`src/common/lpr_pkg.sv`:
```
// Constants and types of the link parameter registers and error monitor
//
// Summary of operation
// - Converter count is 8-bit read/write, count minus one, reset 1.
// - Bits 7:5 hold subclass version, reset 1; sample bits set to 0xF.
// - Bits 7:5 hold protocol version, reset 1; samples code 1 is two.
// - The lane 0 checksum is 8-bit read/write and resets to 0x45.
// - A monitor write sets the selects and a read returns the counter.
// - Write-only lane select in bits 6:4 picks the lane read back.
// - Write-only counter select in bits 1:0 picks type; 00 is disparity.
// - A lane flag sets when its disparity count reaches a nonzero threshold.
package lpr_pkg;

   ////////////////////////////////////////////////////////////////////////
   // Bus and lane geometry
   localparam int ADDR_W = 12;
   localparam int DATA_W = 8;
   localparam int LANES = 8;
   localparam int LANE_W = 3;
   localparam int CNT_W = 8;

   ////////////////////////////////////////////////////////////////////////
   // Register offsets
   localparam logic [11:0] OFS_CONV_COUNT = 12'h456;
   localparam logic [11:0] OFS_CTRL_RES = 12'h457;
   localparam logic [11:0] OFS_SUBCLASS_BITS = 12'h458;
   localparam logic [11:0] OFS_VERSION_SAMPLES = 12'h459;
   localparam logic [11:0] OFS_DENSITY_WORDS = 12'h45a;
   localparam logic [11:0] OFS_SPARE_ONE = 12'h45b;
   localparam logic [11:0] OFS_SPARE_TWO = 12'h45c;
   localparam logic [11:0] OFS_CHECKSUM = 12'h45d;
   localparam logic [11:0] OFS_ERR_MON = 12'h46b;

   ////////////////////////////////////////////////////////////////////////
   // Field positions
   localparam int POS_UPPER3_LO = 5; // version fields [7:5]
   localparam int POS_UPPER3_HI = 7;
   localparam int POS_LOW5_HI = 4;   // five-bit fields [4:0]
   localparam int POS_CTRL_BITS_LO = 6;
   localparam int POS_HD = 7;
   localparam int POS_LANE_SEL_LO = 4;
   localparam int POS_LANE_SEL_HI = 6;
   localparam int POS_CNTR_SEL_HI = 1;

   ////////////////////////////////////////////////////////////////////////
   // Reset values
   localparam logic [7:0] RST_CONV_COUNT = 8'h01;
   localparam logic [1:0] RST_CTRL_BITS = 2'h0;
   localparam logic [4:0] RST_RESOLUTION = 5'h0f;
   localparam logic [2:0] RST_SUBCLASS = 3'h1;
   localparam logic [4:0] RST_SAMPLE_BITS = 5'h0f;
   localparam logic [2:0] RST_VERSION = 3'h1;
   localparam logic [4:0] RST_SAMPLES = 5'h00;
   localparam logic RST_HD = 1'b1;
   localparam logic [4:0] RST_CTRL_WORDS = 5'h00;
   localparam logic [7:0] RST_SPARE = 8'h00;
   localparam logic [7:0] RST_CHECKSUM = 8'h45;
   localparam logic [7:0] RST_BYTE = 8'h00;

   ////////////////////////////////////////////////////////////////////////
   // Counter select codes and counter arithmetic
   typedef enum logic [1:0] {
      CSEL_BAD_DISP = 2'h0,
      CSEL_TYPE1 = 2'h1,
      CSEL_TYPE2 = 2'h2,
      CSEL_TYPE3 = 2'h3
   } lpr_cntr_sel_t;
   localparam logic [7:0] CNT_ONE = 8'h01;
   localparam logic [7:0] CNT_MAX = 8'hff;
   localparam logic [7:0] THR_OFF = 8'h00;

   ////////////////////////////////////////////////////////////////////////
   // Register bank state
   typedef struct packed {
      logic [7:0] conv_count;
      logic [1:0] ctrl_bits;
      logic [4:0] resolution;
      logic [2:0] subclass_version;
      logic [4:0] sample_bits_minus_one;
      logic [2:0] protocol_version;
      logic [4:0] samples_minus_one;
      logic high_density_format;
      logic [4:0] control_words_per_frame;
      logic [7:0] spare_one;
      logic [7:0] spare_two;
      logic [7:0] lane0_checksum_value;
      logic [2:0] lane_select;
      lpr_cntr_sel_t counter_type_select;
      logic [7:0] rdata;
      logic rvalid;
   } lpr_bank_t;

   // Error monitor state
   typedef struct packed {
      logic [LANES-1:0][CNT_W-1:0] bad_disparity_counter;
      logic [LANES-1:0] bad_disparity_flag;
   } lpr_mon_t;

endpackage

```
`src/common/lpr_err_if.sv`:
```
// Carrier between the register bank and the lane error monitor
interface lpr_err_if;
   import lpr_pkg::*;
   logic [LANES-1:0] bad_disp_event;
   logic [CNT_W-1:0] threshold;
   logic [LANES-1:0][CNT_W-1:0] counts;
   logic [LANES-1:0] flags;

   // Bank side drives events and threshold in
   modport bank (
      output bad_disp_event,
      output threshold,
      input counts,
      input flags
   );

   // Monitor side keeps counters and flags
   modport mon (
      input bad_disp_event,
      input threshold,
      output counts,
      output flags
   );
endinterface

```
`src/design/lpr_err_mon.sv`:
```
// Per-lane bad disparity counters and threshold flags
module lpr_err_mon
   import lpr_pkg::*;
(
   input wire logic clk,
   input wire logic rst_n,
   lpr_err_if.mon err
);

   lpr_mon_t state_reg;
   lpr_mon_t state_next;
   logic [LANES-1:0][CNT_W-1:0] cnt_n;
   logic [LANES-1:0] flag_n;

   ////////////////////////////////////////////////////////////////////////
   // Per-lane saturating count and sticky flag
   genvar i;
   generate
      for (i = 0; i < LANES; i++)
      begin : g_lane
         assign cnt_n[i] = (err.bad_disp_event[i] &&
                            state_reg.bad_disparity_counter[i] != CNT_MAX) ?
                           CNT_W'(state_reg.bad_disparity_counter[i] + CNT_ONE)
                           : state_reg.bad_disparity_counter[i];
         // Flag sticks once the count reaches a nonzero threshold
         assign flag_n[i] = state_reg.bad_disparity_flag[i] ||
                            (err.threshold != THR_OFF &&
                             cnt_n[i] >= err.threshold);
      end
   endgenerate

   ////////////////////////////////////////////////////////////////////////
   // Next state
   always_comb
   begin
      state_next = state_reg;
      state_next.bad_disparity_counter = cnt_n;
      state_next.bad_disparity_flag = flag_n;
   end

   // State register
   always_ff @(posedge clk or negedge rst_n)
   begin
      if (!rst_n)
      begin
         state_reg <= '0;
      end
      else
      begin
         state_reg <= state_next;
      end
   end

   // Outputs straight from the state register
   assign err.counts = state_reg.bad_disparity_counter;
   assign err.flags = state_reg.bad_disparity_flag;

endmodule

```
`src/design/lpr_param_regs.sv`:
```
// Link parameter register bank with lane error counter read-back
module lpr_param_regs
   import lpr_pkg::*;
(
   input wire logic CORE_CLK,
   input wire logic RST_N,
   input wire logic [lpr_pkg::ADDR_W-1:0] REG_ADDR,
   input wire logic REG_WR,
   input wire logic [lpr_pkg::DATA_W-1:0] REG_WDATA,
   input wire logic REG_RD,
   output logic [lpr_pkg::DATA_W-1:0] REG_RDATA,
   output logic REG_RDVALID,
   input wire logic [lpr_pkg::LANES-1:0] BAD_DISP_EVENT,
   input wire logic [lpr_pkg::CNT_W-1:0] ERR_THRESHOLD,
   output logic [lpr_pkg::LANES-1:0] BAD_DISP_FLAGS,
   output logic [7:0] CONVERTER_COUNT,
   output logic [1:0] CONTROL_BITS,
   output logic [4:0] RESOLUTION,
   output logic [2:0] SUBCLASS_VERSION,
   output logic [4:0] SAMPLE_BITS_MINUS_ONE,
   output logic [2:0] PROTOCOL_VERSION,
   output logic [4:0] SAMPLES_MINUS_ONE,
   output logic HIGH_DENSITY_FORMAT,
   output logic [4:0] CONTROL_WORDS_PER_FRAME,
   output logic [7:0] LANE0_CHECKSUM
);

   import lpr_pkg::*;

   lpr_bank_t state_reg;
   lpr_bank_t state_next;
   logic [1:0] rst_sync_reg;
   logic rst_n_int;
   lpr_err_if err ();

   ////////////////////////////////////////////////////////////////////////
   // Reset release through two flops
   always_ff @(posedge CORE_CLK or negedge RST_N)
   begin
      if (!RST_N)
      begin
         rst_sync_reg <= 2'h0;
      end
      else
      begin
         rst_sync_reg <= {rst_sync_reg[0], 1'b1};
      end
   end

   assign rst_n_int = rst_sync_reg[1];

   ////////////////////////////////////////////////////////////////////////
   // Lane error monitor
   assign err.bad_disp_event = BAD_DISP_EVENT;
   assign err.threshold = ERR_THRESHOLD;

   lpr_err_mon u_err_mon (
      .clk (CORE_CLK),
      .rst_n (rst_n_int),
      .err (err)
   );

   ////////////////////////////////////////////////////////////////////////
   // Selected error counter, zero for undefined types
   function automatic logic [7:0] sel_count(
      input lpr_cntr_sel_t csel,
      input logic [2:0] lane,
      input logic [LANES-1:0][CNT_W-1:0] counts
   );
      logic [7:0] v;
      v = RST_BYTE;
      case (csel)
         CSEL_BAD_DISP: v = counts[lane];
         default: v = RST_BYTE;
      endcase
      return v;
   endfunction

   ////////////////////////////////////////////////////////////////////////
   // Register write decode
   always_comb
   begin
      state_next = state_reg;
      state_next.rvalid = 1'b0;
      if (REG_WR)
      begin
         if (REG_ADDR == OFS_CONV_COUNT)
         begin
            state_next.conv_count = REG_WDATA;
         end
         else if (REG_ADDR == OFS_CTRL_RES)
         begin
            // Stored as written; software keeps both at their legal values
            state_next.ctrl_bits =
               REG_WDATA[POS_UPPER3_HI:POS_CTRL_BITS_LO];
            state_next.resolution = REG_WDATA[POS_LOW5_HI:0];
         end
         else if (REG_ADDR == OFS_SUBCLASS_BITS)
         begin
            state_next.subclass_version =
               REG_WDATA[POS_UPPER3_HI:POS_UPPER3_LO];
            state_next.sample_bits_minus_one =
               REG_WDATA[POS_LOW5_HI:0];
         end
         else if (REG_ADDR == OFS_VERSION_SAMPLES)
         begin
            state_next.protocol_version =
               REG_WDATA[POS_UPPER3_HI:POS_UPPER3_LO];
            state_next.samples_minus_one = REG_WDATA[POS_LOW5_HI:0];
         end
         else if (REG_ADDR == OFS_DENSITY_WORDS)
         begin
            state_next.high_density_format = REG_WDATA[POS_HD];
            state_next.control_words_per_frame =
               REG_WDATA[POS_LOW5_HI:0];
         end
         else if (REG_ADDR == OFS_SPARE_ONE)
         begin
            state_next.spare_one = REG_WDATA;
         end
         else if (REG_ADDR == OFS_SPARE_TWO)
         begin
            state_next.spare_two = REG_WDATA;
         end
         else if (REG_ADDR == OFS_CHECKSUM)
         begin
            state_next.lane0_checksum_value = REG_WDATA;
         end
         else if (REG_ADDR == OFS_ERR_MON)
         begin
            // Selects only; reserved bits are dropped
            state_next.lane_select =
               REG_WDATA[POS_LANE_SEL_HI:POS_LANE_SEL_LO];
            state_next.counter_type_select =
               lpr_cntr_sel_t'(REG_WDATA[POS_CNTR_SEL_HI:0]);
         end
      end

      // Register read decode; answer one cycle after the strobe
      if (REG_RD)
      begin
         state_next.rvalid = 1'b1;
         if (REG_ADDR == OFS_CONV_COUNT)
         begin
            state_next.rdata = state_reg.conv_count;
         end
         else if (REG_ADDR == OFS_CTRL_RES)
         begin
            state_next.rdata = {state_reg.ctrl_bits, 1'b0,
                                state_reg.resolution};
         end
         else if (REG_ADDR == OFS_SUBCLASS_BITS)
         begin
            state_next.rdata = {state_reg.subclass_version,
                                state_reg.sample_bits_minus_one};
         end
         else if (REG_ADDR == OFS_VERSION_SAMPLES)
         begin
            state_next.rdata = {state_reg.protocol_version,
                                state_reg.samples_minus_one};
         end
         else if (REG_ADDR == OFS_DENSITY_WORDS)
         begin
            state_next.rdata = {state_reg.high_density_format, 2'h0,
                                state_reg.control_words_per_frame};
         end
         else if (REG_ADDR == OFS_SPARE_ONE)
         begin
            state_next.rdata = state_reg.spare_one;
         end
         else if (REG_ADDR == OFS_SPARE_TWO)
         begin
            state_next.rdata = state_reg.spare_two;
         end
         else if (REG_ADDR == OFS_CHECKSUM)
         begin
            state_next.rdata = state_reg.lane0_checksum_value;
         end
         else if (REG_ADDR == OFS_ERR_MON)
         begin
            // Counter chosen by the current selects
            state_next.rdata = sel_count(state_reg.counter_type_select,
                                         state_reg.lane_select,
                                         err.counts);
         end
         else
         begin
            state_next.rdata = RST_BYTE; // Unmapped reads as zero
         end
      end
   end

   ////////////////////////////////////////////////////////////////////////
   // State register with documented reset values
   always_ff @(posedge CORE_CLK or negedge rst_n_int)
   begin
      if (!rst_n_int)
      begin
         state_reg <= '0;
         state_reg.conv_count <= RST_CONV_COUNT;
         state_reg.ctrl_bits <= RST_CTRL_BITS;
         state_reg.resolution <= RST_RESOLUTION;
         state_reg.subclass_version <= RST_SUBCLASS;
         state_reg.sample_bits_minus_one <= RST_SAMPLE_BITS;
         state_reg.protocol_version <= RST_VERSION;
         state_reg.samples_minus_one <= RST_SAMPLES;
         state_reg.high_density_format <= RST_HD;
         state_reg.control_words_per_frame <= RST_CTRL_WORDS;
         state_reg.spare_one <= RST_SPARE;
         state_reg.spare_two <= RST_SPARE;
         state_reg.lane0_checksum_value <= RST_CHECKSUM;
         state_reg.lane_select <= '0;
         state_reg.counter_type_select <= CSEL_BAD_DISP;
         state_reg.rdata <= RST_BYTE;
         state_reg.rvalid <= 1'b0;
      end
      else
      begin
         state_reg <= state_next;
      end
   end

   ////////////////////////////////////////////////////////////////////////
   // Outputs from the state flops
   assign REG_RDATA = state_reg.rdata;
   assign REG_RDVALID = state_reg.rvalid;
   assign BAD_DISP_FLAGS = err.flags;
   assign CONVERTER_COUNT = state_reg.conv_count;
   assign CONTROL_BITS = state_reg.ctrl_bits;
   assign RESOLUTION = state_reg.resolution;
   assign SUBCLASS_VERSION = state_reg.subclass_version;
   assign SAMPLE_BITS_MINUS_ONE = state_reg.sample_bits_minus_one;
   assign PROTOCOL_VERSION = state_reg.protocol_version;
   assign SAMPLES_MINUS_ONE = state_reg.samples_minus_one;
   assign HIGH_DENSITY_FORMAT = state_reg.high_density_format;
   assign CONTROL_WORDS_PER_FRAME = state_reg.control_words_per_frame;
   assign LANE0_CHECKSUM = state_reg.lane0_checksum_value;

endmodule

```
`config.mk`:
```
export PLATFORM = sky130hd
export DESIGN_NAME = lpr_param_regs
export DESIGN_NICKNAME = d
export VERILOG_FILES = /design/src/common/lpr_pkg.sv /design/src/common/lpr_err_if.sv /design/src/design/lpr_err_mon.sv /design/src/design/lpr_param_regs.sv
export SDC_FILE = /design/constraint.sdc
export NUM_CORES = 1
export LEC_CHECK = 0
export ABC_AREA = 1
export BUFFER_PORTS_ARGS = -buffer_cell sky130_fd_sc_hd__buf_4
export CAP_MARGIN = 20
export CORE_MARGIN = 1
export CORE_UTILIZATION = 50
export DETAILED_ROUTE_END_ITERATION = 6
export PLACE_DENSITY = 0.7
export SLEW_MARGIN = 10
export SYNTH_ARGS = -nofsm -noshare
export SYNTH_HDL_FRONTEND = slang
export SYNTH_SLANG_ARGS = --single-unit
```
`constraint.sdc`:
```
create_clock -name CORE_CLK -period 8.1 [get_ports CORE_CLK]
set_input_delay 0.405 -clock CORE_CLK [delete_from_list [all_inputs] [get_ports CORE_CLK]]
set_output_delay 0.405 -clock CORE_CLK [all_outputs]
set_load 0.05 [all_outputs]
```
### Word level (Yosys, flattened, before mapping)

Cells that the tools add are included.
W data, S select, Z words.

| operators by class | value |
|---|---|
| add/sub/neg operators | 8 |
| $lt $le $gt $ge | 9 |
| eq/ne operators | 17 |
| mux-type cells | 21 |
| bitwise operators | 8 |
| reductions and logical operators | 35 |

Operators by type and width:

| operator | number |
|---|---|
| $mux W8 | 19 |
| $eq A12 B11 Y1 const B | 9 |
| $add A8 B1 Y8 const B | 8 |
| $ge A8 B8 Y1 | 8 |
| $ne A8 B8 Y1 const B | 8 |
| $bmux W8 S3 | 1 |
| $logic_and A1 B1 Y1 | 16 |
| $reduce_and A10 Y1 | 1 |
| $reduce_and A9 Y1 | 1 |
| $logic_or A1 B1 Y1 | 8 |
| $not A1 Y1 | 8 |
| $reduce_and A8 Y1 | 1 |
| $reduce_bool A8 Y1 | 1 |
| $reduce_and A7 Y1 | 1 |
| $reduce_and A6 Y1 | 1 |
| $reduce_and A5 Y1 | 1 |
| $lt A3 B4 Y1 const B | 1 |
| $reduce_and A4 Y1 | 1 |
| $reduce_and A3 Y1 | 1 |
| $logic_not A2 Y1 | 1 |
| $reduce_and A2 Y1 | 1 |
| $mux W1 | 1 |

| word-level totals | value |
|---|---|
| flip-flop bits (word level) | 149 |
| input bits | 40 |

### Depth between registers and ports, before layout

Gate-level depths: netlist (run 1).

| depth | value |
|---|---|
| depth after elaboration | 12 |
| mapped depth | 17 |
| mapped depth without buffers | 17 |

### By module

Synthesis (run 1) repeated with hierarchy kept, for this count alone.

| second synthesis, totals | value |
|---|---|
| cells, all modules | 1431 |
| area, all modules | 10390.0 um^2 |

By module, submodules not included:

| module | instances | cells each | area each (um^2) | seq. area each (um^2) |
|---|---|---|---|---|
| lpr_err_mon | 1 | 713 | 5536.6 | 1801.7 |
| lpr_param_regs | 1 | 718 | 4853.4 | 1945.6 |

### Worst setup path after synthesis (run 1)

OpenSTA, ideal clock, no wires.

| path | value |
|---|---|
| path type | reg2reg |
| from | reg u_err_mon.state_reg (netlist bit u_err_mon.err.counts[56]) |
| to | reg u_err_mon.state_reg (netlist bit u_err_mon.err.flags[7]) |
| library setup time | 0.119 ns |
| arrival | 2.392 ns |
| required time | 7.981 ns |
| slack | 5.590 ns |
| cell stages (with the launch flop) | 15 |
| buffers on the path | 0 |
| cell sequence | dfrtp_1 ha_1 nand2_1 inv_1 a31oi_1 nand4_1 nor2_1 nand3_1 xor2_1 ha_1 nand2_1 nor2_1 nand4_1 o2111ai_1 a21o_1 |

RTL lines:

| element | line | text |
|---|---|---|
| start, declared | lpr_err_mon.sv:10 | `lpr_mon_t state_reg;` |
| start signal, assigned | lpr_err_mon.sv:50 | `state_reg <= state_next;` |

==> metrics.txt, run 1 <==
status finished clean; count of endpoints failing setup in the final report 0; max FFs per register 64; Mapped Area 9640 um2; setup_tns 0 ns; Crit Path Class flip-flop to flip-flop; final hold violations 0; Reg2Reg Launch Point u_err_mon.err.counts[56]$_DFF_PN0_; HP Class primary input to flip-flop; Slew @ Worst Pin 0.982 ns; DRT iter0 DRCs 581; Area growth syn-to-layout 12.6%; Critical Path Sink Type flip-flop; Mean Syn Cell Area 7.70 um2; Clock Latency Late Sink 0.43 ns; initial antenna violation count 0; cell area after layout 10900 um2; Vias/cell 5.10; via count 8033; Max-slew headroom 0.345; largest net degree at the start of global routing 77; Netlist cell types 39; number of buffers created by CTS 17; Port Buf Inserts 101; # IOs 102; Remaining Overflow, GRT 0; RSZ-0062 raised after global routing false; reg2reg setup slack 5.31 ns; DIE HEIGHT 141 um; Clock Tree Buf Depth 2; Worst setup SP type flip-flop; FF-to-FF path depth 14; Design Power 0.00287 W; crit-path max FO 6; total core area 18800 um2; yosys warns 0; initial cell density of the core 0.512; standard-cell row count 50; Leak 5.64 nW; WHS Path Cells 1; DRC errors left 0; Final nets 1413; dpl cell area 10200 um2; CTS tree yes; final period utilization 0.344; clk sink count 149; final std cells w/o fill 1574; gr usage total 0.249; share of cells above drive strength 1 0.154; FILL cells 1757; WP data required 8.42 ns; crit path DAT 3.11 ns; half-perimeter wire length after placement 17500 um; H-tree Lvls 4; hold path startpoint REG_RD; Root Driver clkbuf_16; Die W 141 um; Antenna Cells 0; r2r endpoint u_err_mon.err.flags[7]$_DFF_PN0_; Worst Hold Path EP REG_RDVALID$_DFF_PN0_; Post-CTS Setup Inserts 0; Max Slew Vio Count 0; max-cap check violation count 0; VDD IR-drop max 0.142 mV; die area 19800 um2; DRT antenna net count 0; highest clock rate 359 MHz; most frequent cells in the layout 345 x nand2_1, 175 x inv_1, 133 x dfrtp_1, 103 x buf_4, 72 x ha_1; clk slew on worst S/H paths 0.06 ns; routed wire length 23500 um; Post-Synthesis Cells 1252; First-pass DRT Iterations 5; post-synthesis sequential area ratio 0.389; Final Skew 0.00619 ns; post-route minimum period 2.79 ns; global-route wire length before repair 38400 um; Mapped Nets 1364; commonest non-fill, non-tap cell in the layout nand2_1; Wirelength per Cell 14.9 um; Placed Cells 1541; Pwr per Cell Area 265 nW/um2; vias in the first global route 7582; GP Congestion 0.895; Seq cells post-synth 149
-- cell type report --
cell class	count	area (um2)	area share
multi-input cells	836	4660	0.429
flip-flops and latches	149	3750	0.346
well taps	260	325	0.0300
clock buffers	18	439	0.0405
inverters	193	727	0.0670
repair buffers	104	783	0.0722
clock inverters	14	165	0.0152
-- worst max-delay path by stage --
stage	from	endpoint	slack (ns)	cells past startpoint
after floorplan	rst_sync_reg[1]$_DFF_PN0_	CONTROL_BITS[0]$_DFFE_PN0P_	3.67	0
after global placement	u_err_mon.err.counts[56]$_DFF_PN0_	u_err_mon.err.flags[7]$_DFF_PN0_	5.46	14
after detailed placement	u_err_mon.err.counts[56]$_DFF_PN0_	u_err_mon.err.flags[7]$_DFF_PN0_	5.33	14
after CTS	u_err_mon.err.counts[56]$_DFF_PN0_	u_err_mon.err.flags[7]$_DFF_PN0_	5.32	14
after global routing	u_err_mon.err.counts[56]$_DFF_PN0_	u_err_mon.err.flags[7]$_DFF_PN0_	4.98	14
final	u_err_mon.err.counts[56]$_DFF_PN0_	u_err_mon.err.flags[7]$_DFF_PN0_	5.31	14
-- through the flow --
| stage | hold slack [ns] | setup slack (ns) | util |
|---|---|---|---|
| after floorplan | 0.109 | 3.67 | - |
| after global placement | 0.189 | 5.46 | 0.544 |
| after detailed placement | 0.190 | 5.33 | 0.544 |
| after CTS | 0.148 | 5.32 | 0.576 |
| after global routing | 0.156 | 4.98 | 0.576 |
| final | 0.161 | 5.31 | 0.576 |
-- repair_timing --
item                                    CTS  global route
endpoints found under the setup margin    0             0
hold endpoints to repair                  2             0
gates resized for setup                   0             0
hold buffers                              1             0
-- worst max-delay path, stage by stage (launching register included) --
cell	delay, ns
dfrtp_1	0.41
ha_1	0.22
nand2_1	0.06
inv_1	0.05
a31oi_1	0.42
nand4_1	0.21
nor2_1	0.21
nand3_1	0.11
xor2_1	0.20
ha_1	0.27
nand2_1	0.09
nor2_1	0.07
nand4_1	0.06
o2111ai_1	0.11
a21o_1	0.17
-- cells in the mapped netlist --
| cell type | n | area, um2 |
|---|---|---|
| nor2_1 | 61 | 229 |
| inv_1 | 175 | 657 |
| nor3_1 | 14 | 70.1 |
| xor2_1 | 48 | 420 |
| o211ai_1 | 3 | 22.5 |
| ha_1 | 72 | 901 |
| buf_6 | 1 | 11.3 |
| nand2_1 | 345 | 1290 |
| buf_2 | 9 | 45.0 |
| nand4_4 | 1 | 21.3 |
| xnor2_1 | 5 | 43.8 |
| o21ai_0 | 50 | 250 |
| nand2_2 | 9 | 56.3 |
| a31oi_1 | 1 | 6.26 |
| a21o_1 | 8 | 60.1 |
| dfstp_2 | 15 | 394 |
| o2111ai_1 | 8 | 70.1 |
| nor2_2 | 6 | 37.5 |
| buf_1 | 3 | 11.3 |
| nor4_2 | 2 | 25.0 |
| clkinv_1 | 1 | 3.75 |
| a21oi_1 | 52 | 260 |
| nor2_4 | 4 | 45.0 |
| a221oi_1 | 1 | 8.76 |
| nor4_1 | 4 | 25.0 |
| clkbuf_1 | 5 | 18.8 |
| o21ai_2 | 8 | 70.1 |
| inv_2 | 16 | 60.1 |
| o21ai_1 | 38 | 190 |
| buf_4 | 56 | 420 |
| nand4_1 | 31 | 194 |
| inv_4 | 1 | 6.26 |
| nand3_1 | 60 | 300 |
| conb_1 | 1 | 3.75 |
| nand3_2 | 1 | 10.0 |
| nor2_8 | 1 | 20.0 |
| dfrtp_1 | 134 | 3350 |
| nand2_4 | 1 | 11.3 |
| a31oi_2 | 1 | 12.5 |
-- power breakdown --
group / internal, W / total, W / switching [W] / leakage, nW
clock network: 0.000470 / 0.000813 / 0.000343 / 0.284
logic: 0.000379 / 0.00101 / 0.000630 / 3.53
registers: 0.000907 / 0.00105 / 0.000145 / 1.83
total: 0.00176 / 0.00287 / 0.00112 / 5.64
-- cells by family (layout without fill, tap and decap cells) --
group	Yosys count	count (layout)	share of synthesized area
compound gates	170	170	0.0986
buf+inv	267	329	0.128
flops	149	149	0.389
fa+ha+maj	72	72	0.0934
other cells	1	1	0.000389
xor+xnor	53	53	0.0482
simple gates	540	540	0.243
-- layer usage --
metal / global-route usage / part of all wire / up-vias
met5: 0 / 0 / -
met4: 0.0635 / 0.013 / 0
met3: 0.0414 / 0.050 / 23
met2: 0.403 / 0.46 / 184
met1: 0.348 / 0.48 / 3777
li1: - / - / 4049
Power figures use the tool's default switching activity.
==> run 2, diff against run 1 <==
--- a/config.mk
+++ b/config.mk
@@ -5,7 +5,7 @@
 export SDC_FILE = /design/constraint.sdc
 export NUM_CORES = 1
 export LEC_CHECK = 0
-export ABC_AREA = 1
+export ABC_AREA = 0
 export BUFFER_PORTS_ARGS = -buffer_cell sky130_fd_sc_hd__buf_4
 export CAP_MARGIN = 20
 export CORE_MARGIN = 1
==> constraint.sdc (replaced) <==
create_clock -name CORE_CLK -period 2.6 [get_ports CORE_CLK]
set_input_delay 0.13 -clock CORE_CLK [delete_from_list [all_inputs] [get_ports CORE_CLK]]
set_output_delay 0.13 -clock CORE_CLK [all_outputs]
set_load 0.05 [all_outputs]
==> run 2 against run 1 <==
Against the previous run: worst hold slack worse by 0.15 ns; die area down 4.4%; clock skew up 0.0011 ns; wire length grew 2.9%; critical path depth is 4 lower; fmax increased by 11%; worst setup slack lost 5.2 ns; synthesized cell count down 33%; sequential cell count is the same; critical path type unchanged; largest cell class unchanged.
==> metrics.txt, run 2 <==
count of endpoints failing setup in the final report 0 (unchanged); Compound-Gate Fraction of Synth Area 0.111 (+0.0123); Wirelength per Cell 20.4 um (+37%); Mean Syn Cell Area 10.9 um2 (+42%); Clock Latency Late Sink 0.42 ns (about the same); VDD IR-drop max 0.701 mV (+390%); DRT iter0 DRCs 555 (-4.5%); crit-path max FO 5 (-1); status finished clean; First-pass DRT Iterations 5 (unchanged); Synth top cells by count 134 x dfrtp_1, 72 x ha_1, 61 x nand2_1, 52 x buf_4, 44 x mux2_1; highest clock rate 398 MHz (+11%); number of buffers created by CTS 17 (unchanged); Mapped Nets 956 (-30%); Critical Path Sink Type flip-flop; Post-Synth XOR/XNOR Area 0.0532 (+0.00507); yosys warns 0 (unchanged); vias in the first global route 6893 (-9.1%); Crit Path Class flip-flop to flip-flop; cell taking the most area after synthesis dfrtp_1; top-area cell type share of the netlist area 0.364 (+0.0161); total core area 18000 um2 (-4.3%); die area 19000 um2 (-4.4%); ys async rst share 1.00 (unchanged); final std cells w/o fill 1187 (-25%); final period utilization 0.967 (+0.623); gr usage total 0.266 (+0.0166); initial cell density of the core 0.511 (-0.000715); initial antenna violation count 0 (unchanged); half-perimeter wire length after placement 17400 um (-0.90%); standard-cell row count 49 (-2.0%); crit path DAT 2.83 ns (-0.28 ns); via count 7004 (-13%); DIE HEIGHT 138 um (-2.2%); Netlist cell types 69 (+77%); post-synthesis sequential area ratio 0.407 (+0.0179); Antenna Cells 0 (unchanged); max FFs per register 64 (unchanged); largest net degree at the start of global routing 79 (+2.6%); Port Buf Inserts 101 (unchanged); Mapped Area 9220 um2 (-4.4%); Post-Synthesis Cells 844 (-33%); HP Class primary input to async pin; global-route wire length before repair 37200 um (-3.0%); GP Congestion 0.918 (+2.6%); share of cells above drive strength 1 0.291 (+0.138); Seq cells post-synth 149 (unchanged); Remaining Overflow, GRT 0 (unchanged); final hold violations 0 (unchanged); top_reg_cell synth dfrtp_1; routed wire length 24200 um (+2.9%); largest family of logic cells by synthesized area simple AND/OR/NAND/NOR gates; Max Slew Vio Count 0 (unchanged); H-tree Lvls 4 (unchanged); Leak 5.27 nW (-6.5%); DRT antenna net count 0 (unchanged); most instantiated library cell after synthesis dfrtp_1; final core utilization 0.606 (+0.0297); Placed Cells 1143 (-26%); Die W 138 um (-2.2%); Worst setup SP type flip-flop; DRC errors left 0 (unchanged); CTS tree yes; max-cap check violation count 0 (unchanged); Slew @ Worst Pin 0.642 ns (-0.340 ns); Synth Area in Simple Gates 0.137 (-0.105); Max-slew headroom 0.572 (+0.227); setup_tns 0 ns (unchanged); Clock Tree Buf Depth 2 (unchanged); mux cell area share after synthesis 0.130 (+0.130); clk slew on worst S/H paths 0.06 ns (about the same); Root Driver clkbuf_16; # IOs 102 (unchanged); clk sink count 149 (unchanged); Pwr per Cell Area 814 nW/um2 (+210%); Adder-Cell Fraction of Synth Area 0.0978 (+0.00431); most frequent cells in the layout 152 x buf_4, 132 x dfrtp_1, 69 x ha_1, 61 x nand2_1, 44 x mux2_1; Vias/cell 5.90 (+16%); synth top area cells dfrtp_1 36%, ha_1 9.8%, mux2_1 5.4%, dfstp_2 4.3%, buf_4 4.2%; Final nets 1057 (-25%); Post-synth EDFFs 0 (unchanged); Area growth syn-to-layout 18.5%; post-route minimum period 2.51 ns (-0.274 ns); Final Skew 0.00728 ns (+0.00109 ns); WP data required 2.91 ns (-5.51 ns); commonest non-fill, non-tap cell in the layout buf_4
==> run 2: cell types whose count changed in the layout (fill, tap and decap cells not counted), moves of 19 or more <==
cell and change:
o21ai_0 -33, nor2b_1 +19, o21ai_1 -31, nor2_1 -26
a21o_1 +20, inv_1 -150, a21oi_1 -37, xor2_1 -32
buf_4 +49, nand2_1 -284, mux2_2 +24, xnor2_1 +28
nand3_1 -36, mux2_1 +44
==> run 2: repair_timing <==
action                                 CTS  global route
endpoints found under the hold margin   10             0
pin swaps                                1            10
setup buffers                            1             6
setup endpoints to repair                1             8
gates resized for setup                  0            28
hold buffers                             5             0
==> run 2: cell type report <==
cell class	count	area (um2)
clock inverters	7	47.5
inverters	26	97.6
repair buffers	159	1230
well taps	229	287
multi-input cells	592	5000
clock buffers	25	505
fillers	1540	7100
flip-flops and latches	149	3750
==> run 2: cells by family after synthesis <==
group,after synthesis
AND/OR/NAND/NOR,229
flip-flops,149
AO/OA/AOI/OAI,143
buffers and inverters,103
multiplexers,91
adder cells (fa/ha/maj),72
XOR/XNOR,56
other,1
==> run 2: per-layer routing <==
layer / wire length (um) / GRT usage / up-vias
met5: 0 / 0 / -
met4: 575 / 0.0978 / 0
met3: 1220 / 0.0379 / 39
met2: 11900 / 0.458 / 227
met1: 10500 / 0.339 / 3471
li1: - / - / 3267
==> run 2: worst paths after layout <==
| kind | from | endpoint | slack (ns) | depth (start not counted) |
|---|---|---|---|---|
| max reg2reg | u_err_mon.err.counts[33]$_DFF_PN0_ | u_err_mon.err.flags[4]$_DFF_PN0_ | 0.09 | 10 |
| min reg2reg | rst_sync_reg[1]$_DFF_PN0_ | u_err_mon.err.counts[58]$_DFF_PN0_ | 0.36 | 1 |
| min | RST_N | rst_sync_reg[1]$_DFF_PN0_ | 0.01 | 2 |
| max in group asynchronous | rst_sync_reg[1]$_DFF_PN0_ | LANE0_CHECKSUM[6]$_DFFE_PN1P_ | 1.84 | 1 |
| min in group CORE_CLK | REG_WDATA[6] | CONVERTER_COUNT[6]$_DFFE_PN0P_ | 0.01 | 2 |
| max | u_err_mon.err.counts[33]$_DFF_PN0_ | u_err_mon.err.flags[4]$_DFF_PN0_ | 0.09 | 10 |
==> run 2: report_power, final <==
part | total [W] | switching [W] | leakage, nW | internal (W)
registers | 0.00323 | 0.000442 | 1.89 | 0.00278
clock network | 0.00231 | 0.000960 | 0.269 | 0.00135
logic | 0.00336 | 0.00179 | 3.12 | 0.00157
total | 0.00889 | 0.00319 | 5.27 | 0.00570
==> run 2: worst max-delay path: stages, from the launching register on <==
cell	delay, ns
dfrtp_1	0.42
ha_1	0.23
nand2_1	0.10
o31a_1	0.19
nand4_1	0.17
or2_2	0.34
xnor2_2	0.15
ha_1	0.32
a211oi_2	0.22
o21ai_0	0.11
a21o_1	0.16
==> run 2: through the flow <==
step | instance area, um2 | setup WS, ns | total power, W | hold WS, ns
2_1_floorplan | 9220 | 0.0352 | 0.00520 | -0.166
3_3_place_gp | 10100 | 0.0679 | 0.00630 | -0.0864
3_5_place_dp | 10100 | -0.0582 | 0.00640 | -0.0861
4_1_cts | 10800 | 0.0151 | 0.00872 | 0.00101
5_1_grt | 10900 | -0.0540 | 0.00941 | 0.00223
6_report | 10900 | 0.0860 | 0.00889 | 0.00977
==> run 3, diff against run 2 <==
--- a/config.mk
+++ b/config.mk
@@ -11,8 +11,9 @@
 export CORE_MARGIN = 1
 export CORE_UTILIZATION = 50
 export DETAILED_ROUTE_END_ITERATION = 6
+export GPL_TIMING_DRIVEN = 0
 export PLACE_DENSITY = 0.7
-export SLEW_MARGIN = 10
+export SLEW_MARGIN = 20
 export SYNTH_ARGS = -nofsm -noshare
 export SYNTH_HDL_FRONTEND = slang
 export SYNTH_SLANG_ARGS = --single-unit
==> run 3 against run 2 <==
Against the previous run: cell count is 4.8% higher; sequential power is 6.8% higher; fmax is 1.8% lower; global-route usage is 0.62 points higher; non-clock buffer count is 57 higher; register-to-register slack worse by 0.05 ns; sequential cell count stayed put; die area stayed put; clock power is 2% higher; first-iteration DRC count is 1.6% higher; critical endpoint is now u_err_mon.err.flags[1]$_DFF_PN0_; largest cell class unchanged.
==> metrics.txt, run 3 (synthesis gave the netlist of run 2 again) <==
reg2reg setup slack 0.04 ns (-0.05 ns); switch share 0.365 (+0.00538); largest net degree at the start of global routing 57 (-28%); Crit Path Class flip-flop to flip-flop; dpl cell area 10300 um2 (+1.7%); max FFs per register 64 (unchanged); multi-input gate area in the final layout 5130 um2 (+2.7%); clk sink count 149 (unchanged); gr usage total 0.272 (+0.00623); half-perimeter wire length after placement 17600 um (+1.2%); cell-internal power 0.00572 W (+0.39%); Area growth syn-to-layout 24.1%; DRT iter0 DRCs 564 (+1.6%); routed wire length 25000 um (+3.3%); Antenna Cells 0 (unchanged); Worst setup SP type flip-flop; most frequent cells in the layout 185 x buf_4, 119 x dfrtp_1, 65 x ha_1, 61 x nand2_1, 44 x mux2_1; Pwr per Cell Area 787 nW/um2 (-3.3%); share of cells above drive strength 1 0.349 (+0.0575); switching pwr 0.00328 W (+2.8%); DRC errors left 0 (unchanged); Worst Hold Path EP SUBCLASS_VERSION[1]$_DFFE_PN0P_; FF-to-FF path depth 10 (unchanged); WHS Path Cells 2; standard-cell row count 49 (unchanged); register area 3770 um2 (+0.43%); combinational share of power 0.355 (-0.023); Vias/cell 5.84 (-1.1%); initial antenna violation count 0 (unchanged); # IOs 102 (unchanged); Wirelength per Cell 20.1 um (-1.5%); initial cell density of the core 0.511 (unchanged); highest clock rate 391 MHz (-1.8%); r2r endpoint u_err_mon.err.flags[1]$_DFF_PN0_; final period utilization 0.984 (+0.0174); crit-path max FO 5 (unchanged); final hold violations 0 (unchanged); CTS tree yes; RSZ-0062 raised after global routing true; FILL cells 1495 (-2.9%); status finished clean; Clock Tree Buf Depth 2 (unchanged); Leak 5.53 nW (+4.9%); Reg2Reg Launch Point u_err_mon.err.counts[13]$_DFF_PN0_; global-route wire length before repair 38300 um (+3.0%); number of buffers created by CTS 17 (unchanged); DRT antenna net count 0 (unchanged); Root Driver clkbuf_16; Clock Latency Late Sink 0.42 ns (about the same); cell area after layout 11400 um2 (+4.7%); VDD IR-drop max 0.545 mV (-22%); via count 7263 (+3.7%); Clk pwr share 0.262 (+0.003); Final nets 1114 (+5.4%); DIE HEIGHT 138 um (unchanged); GP Congestion 0.930 (+1.4%); Remaining Overflow, GRT 0 (unchanged); Final Skew 0.00972 ns (+0.00244 ns); First-pass DRT Iterations 6 (+1); Critical Path Sink Type flip-flop; WP data required 2.91 ns (about the same); Slew @ Worst Pin 0.934 ns (+0.292 ns); Design Power 0.00900 W (+1.2%); HP Class primary input to flip-flop; Max-slew headroom 0.375 (-0.197); Die W 138 um (unchanged); max-cap check violation count 0 (unchanged); vias in the first global route 7055 (+2.4%); Reg power frac 0.383 (+0.020); commonest non-fill, non-tap cell in the layout buf_4; crit path DAT 2.87 ns (+0.04 ns); post-route minimum period 2.56 ns (+0.0453 ns); hold path startpoint REG_WDATA[6]; die area 19000 um2 (unchanged); count of endpoints failing setup in the final report 0 (unchanged); Max Slew Vio Count 0 (unchanged); total core area 18000 um2 (unchanged); clk slew on worst S/H paths 0.06 ns (about the same); H-tree Lvls 4 (unchanged); Port Buf Inserts 100 (-0.99%)
## run 3: cell types whose count changed in the layout (fill, tap and decap cells not counted), moves of 5 or more
cell,delta
dfrtp_2,+13
xnor2_2,+5
clkbuf_1,+15
dfrtp_1,-13
xnor2_1,-5
buf_2,+6
buf_4,+33
## run 3: layout make-up
type | count | area share
Timing Repair Buffer | 140 | 0.0965
Clock inverter | 11 | 0.00875
Tap cell | 229 | 0.0250
Buffer | 76 | 0.0427
Inverter | 26 | 0.00853
Clock buffer | 21 | 0.0403
Sequential cell | 149 | 0.329
Multi-Input combinational cell | 592 | 0.449
## run 3: worst max-delay path by stage
| stage | startpoint | to | slack (ns) | cells after the start |
|---|---|---|---|---|
| after global routing | u_err_mon.err.counts[41]$_DFF_PN0_ | u_err_mon.err.flags[5]$_DFF_PN0_ | -0.1 | 11 |
| after global placement | rst_sync_reg[1]$_DFF_PN0_ | LANE0_CHECKSUM[3]$_DFFE_PN0P_ | -0.84 | 0 |
| final | u_err_mon.err.counts[13]$_DFF_PN0_ | u_err_mon.err.flags[1]$_DFF_PN0_ | 0.04 | 10 |
| after CTS | u_err_mon.err.counts[48]$_DFF_PN0_ | u_err_mon.err.flags[6]$_DFF_PN0_ | 0.004 | 10 |
| after detailed placement | u_err_mon.err.counts[8]$_DFF_PN0_ | u_err_mon.err.flags[1]$_DFF_PN0_ | -0.30 | 10 |
| after floorplan | u_err_mon.err.counts[8]$_DFF_PN0_ | u_err_mon.err.flags[1]$_DFF_PN0_ | 0.04 | 10 |
## run 3: routing by layer
metal,global-route usage,up-vias,share of wire
li1,-,3373,-
met1,0.350,3585,0.42
met2,0.455,251,0.49
met3,0.0335,54,0.055
met4,0.129,0,0.035
met5,0,-,0
## run 3: power groups by stage
stage | combinational (W) | sequential [W] | clock (W)
floorplan | 0.00174 | 0.00346 | 0
global placement | 0.00246 | 0.00349 | 0
detailed placement | 0.00257 | 0.00348 | 0
CTS | 0.00267 | 0.00344 | 0.00239
global route | 0.00355 | 0.00352 | 0.00249
finish | 0.00319 | 0.00345 | 0.00236
## run 3: per-stage QoR
step | utilization | setup slack (ns) | instances | hold slack [ns] | setup TNS, ns
CTS | 0.611 | 0.00428 | 1217 | 0.00282 | 0
global placement | 0.569 | -0.837 | 1173 | -0.0870 | -110.09
global route | 0.635 | -0.0997 | 1244 | 0.0101 | -0.276
finish | 0.635 | 0.0407 | 1244 | 0.00311 | 0
detailed placement | 0.572 | -0.301 | 1175 | -0.0863 | -0.871
floorplan | - | 0.0352 | 844 | -0.166 | 0
## run 3: worst max-delay path: stages (launching register included)
cell and delay (ns):
dfrtp_1 0.44, and4_2 0.28, a41oi_4 0.29, buf_4 0.18
xnor2_1 0.15, ha_1 0.27, nand2b_1 0.14, a21o_1 0.19
a211oi_2 0.25, o21ai_1 0.11, a21o_1 0.17
## run 3: timing repair
action	4_1_cts	5_1_grt
setup buffers	5	28
endpoints found under the hold margin	14	0
hold buffers	5	0
gates resized for setup	14	58
endpoints found under the setup margin	7	10
pin swaps	3	21
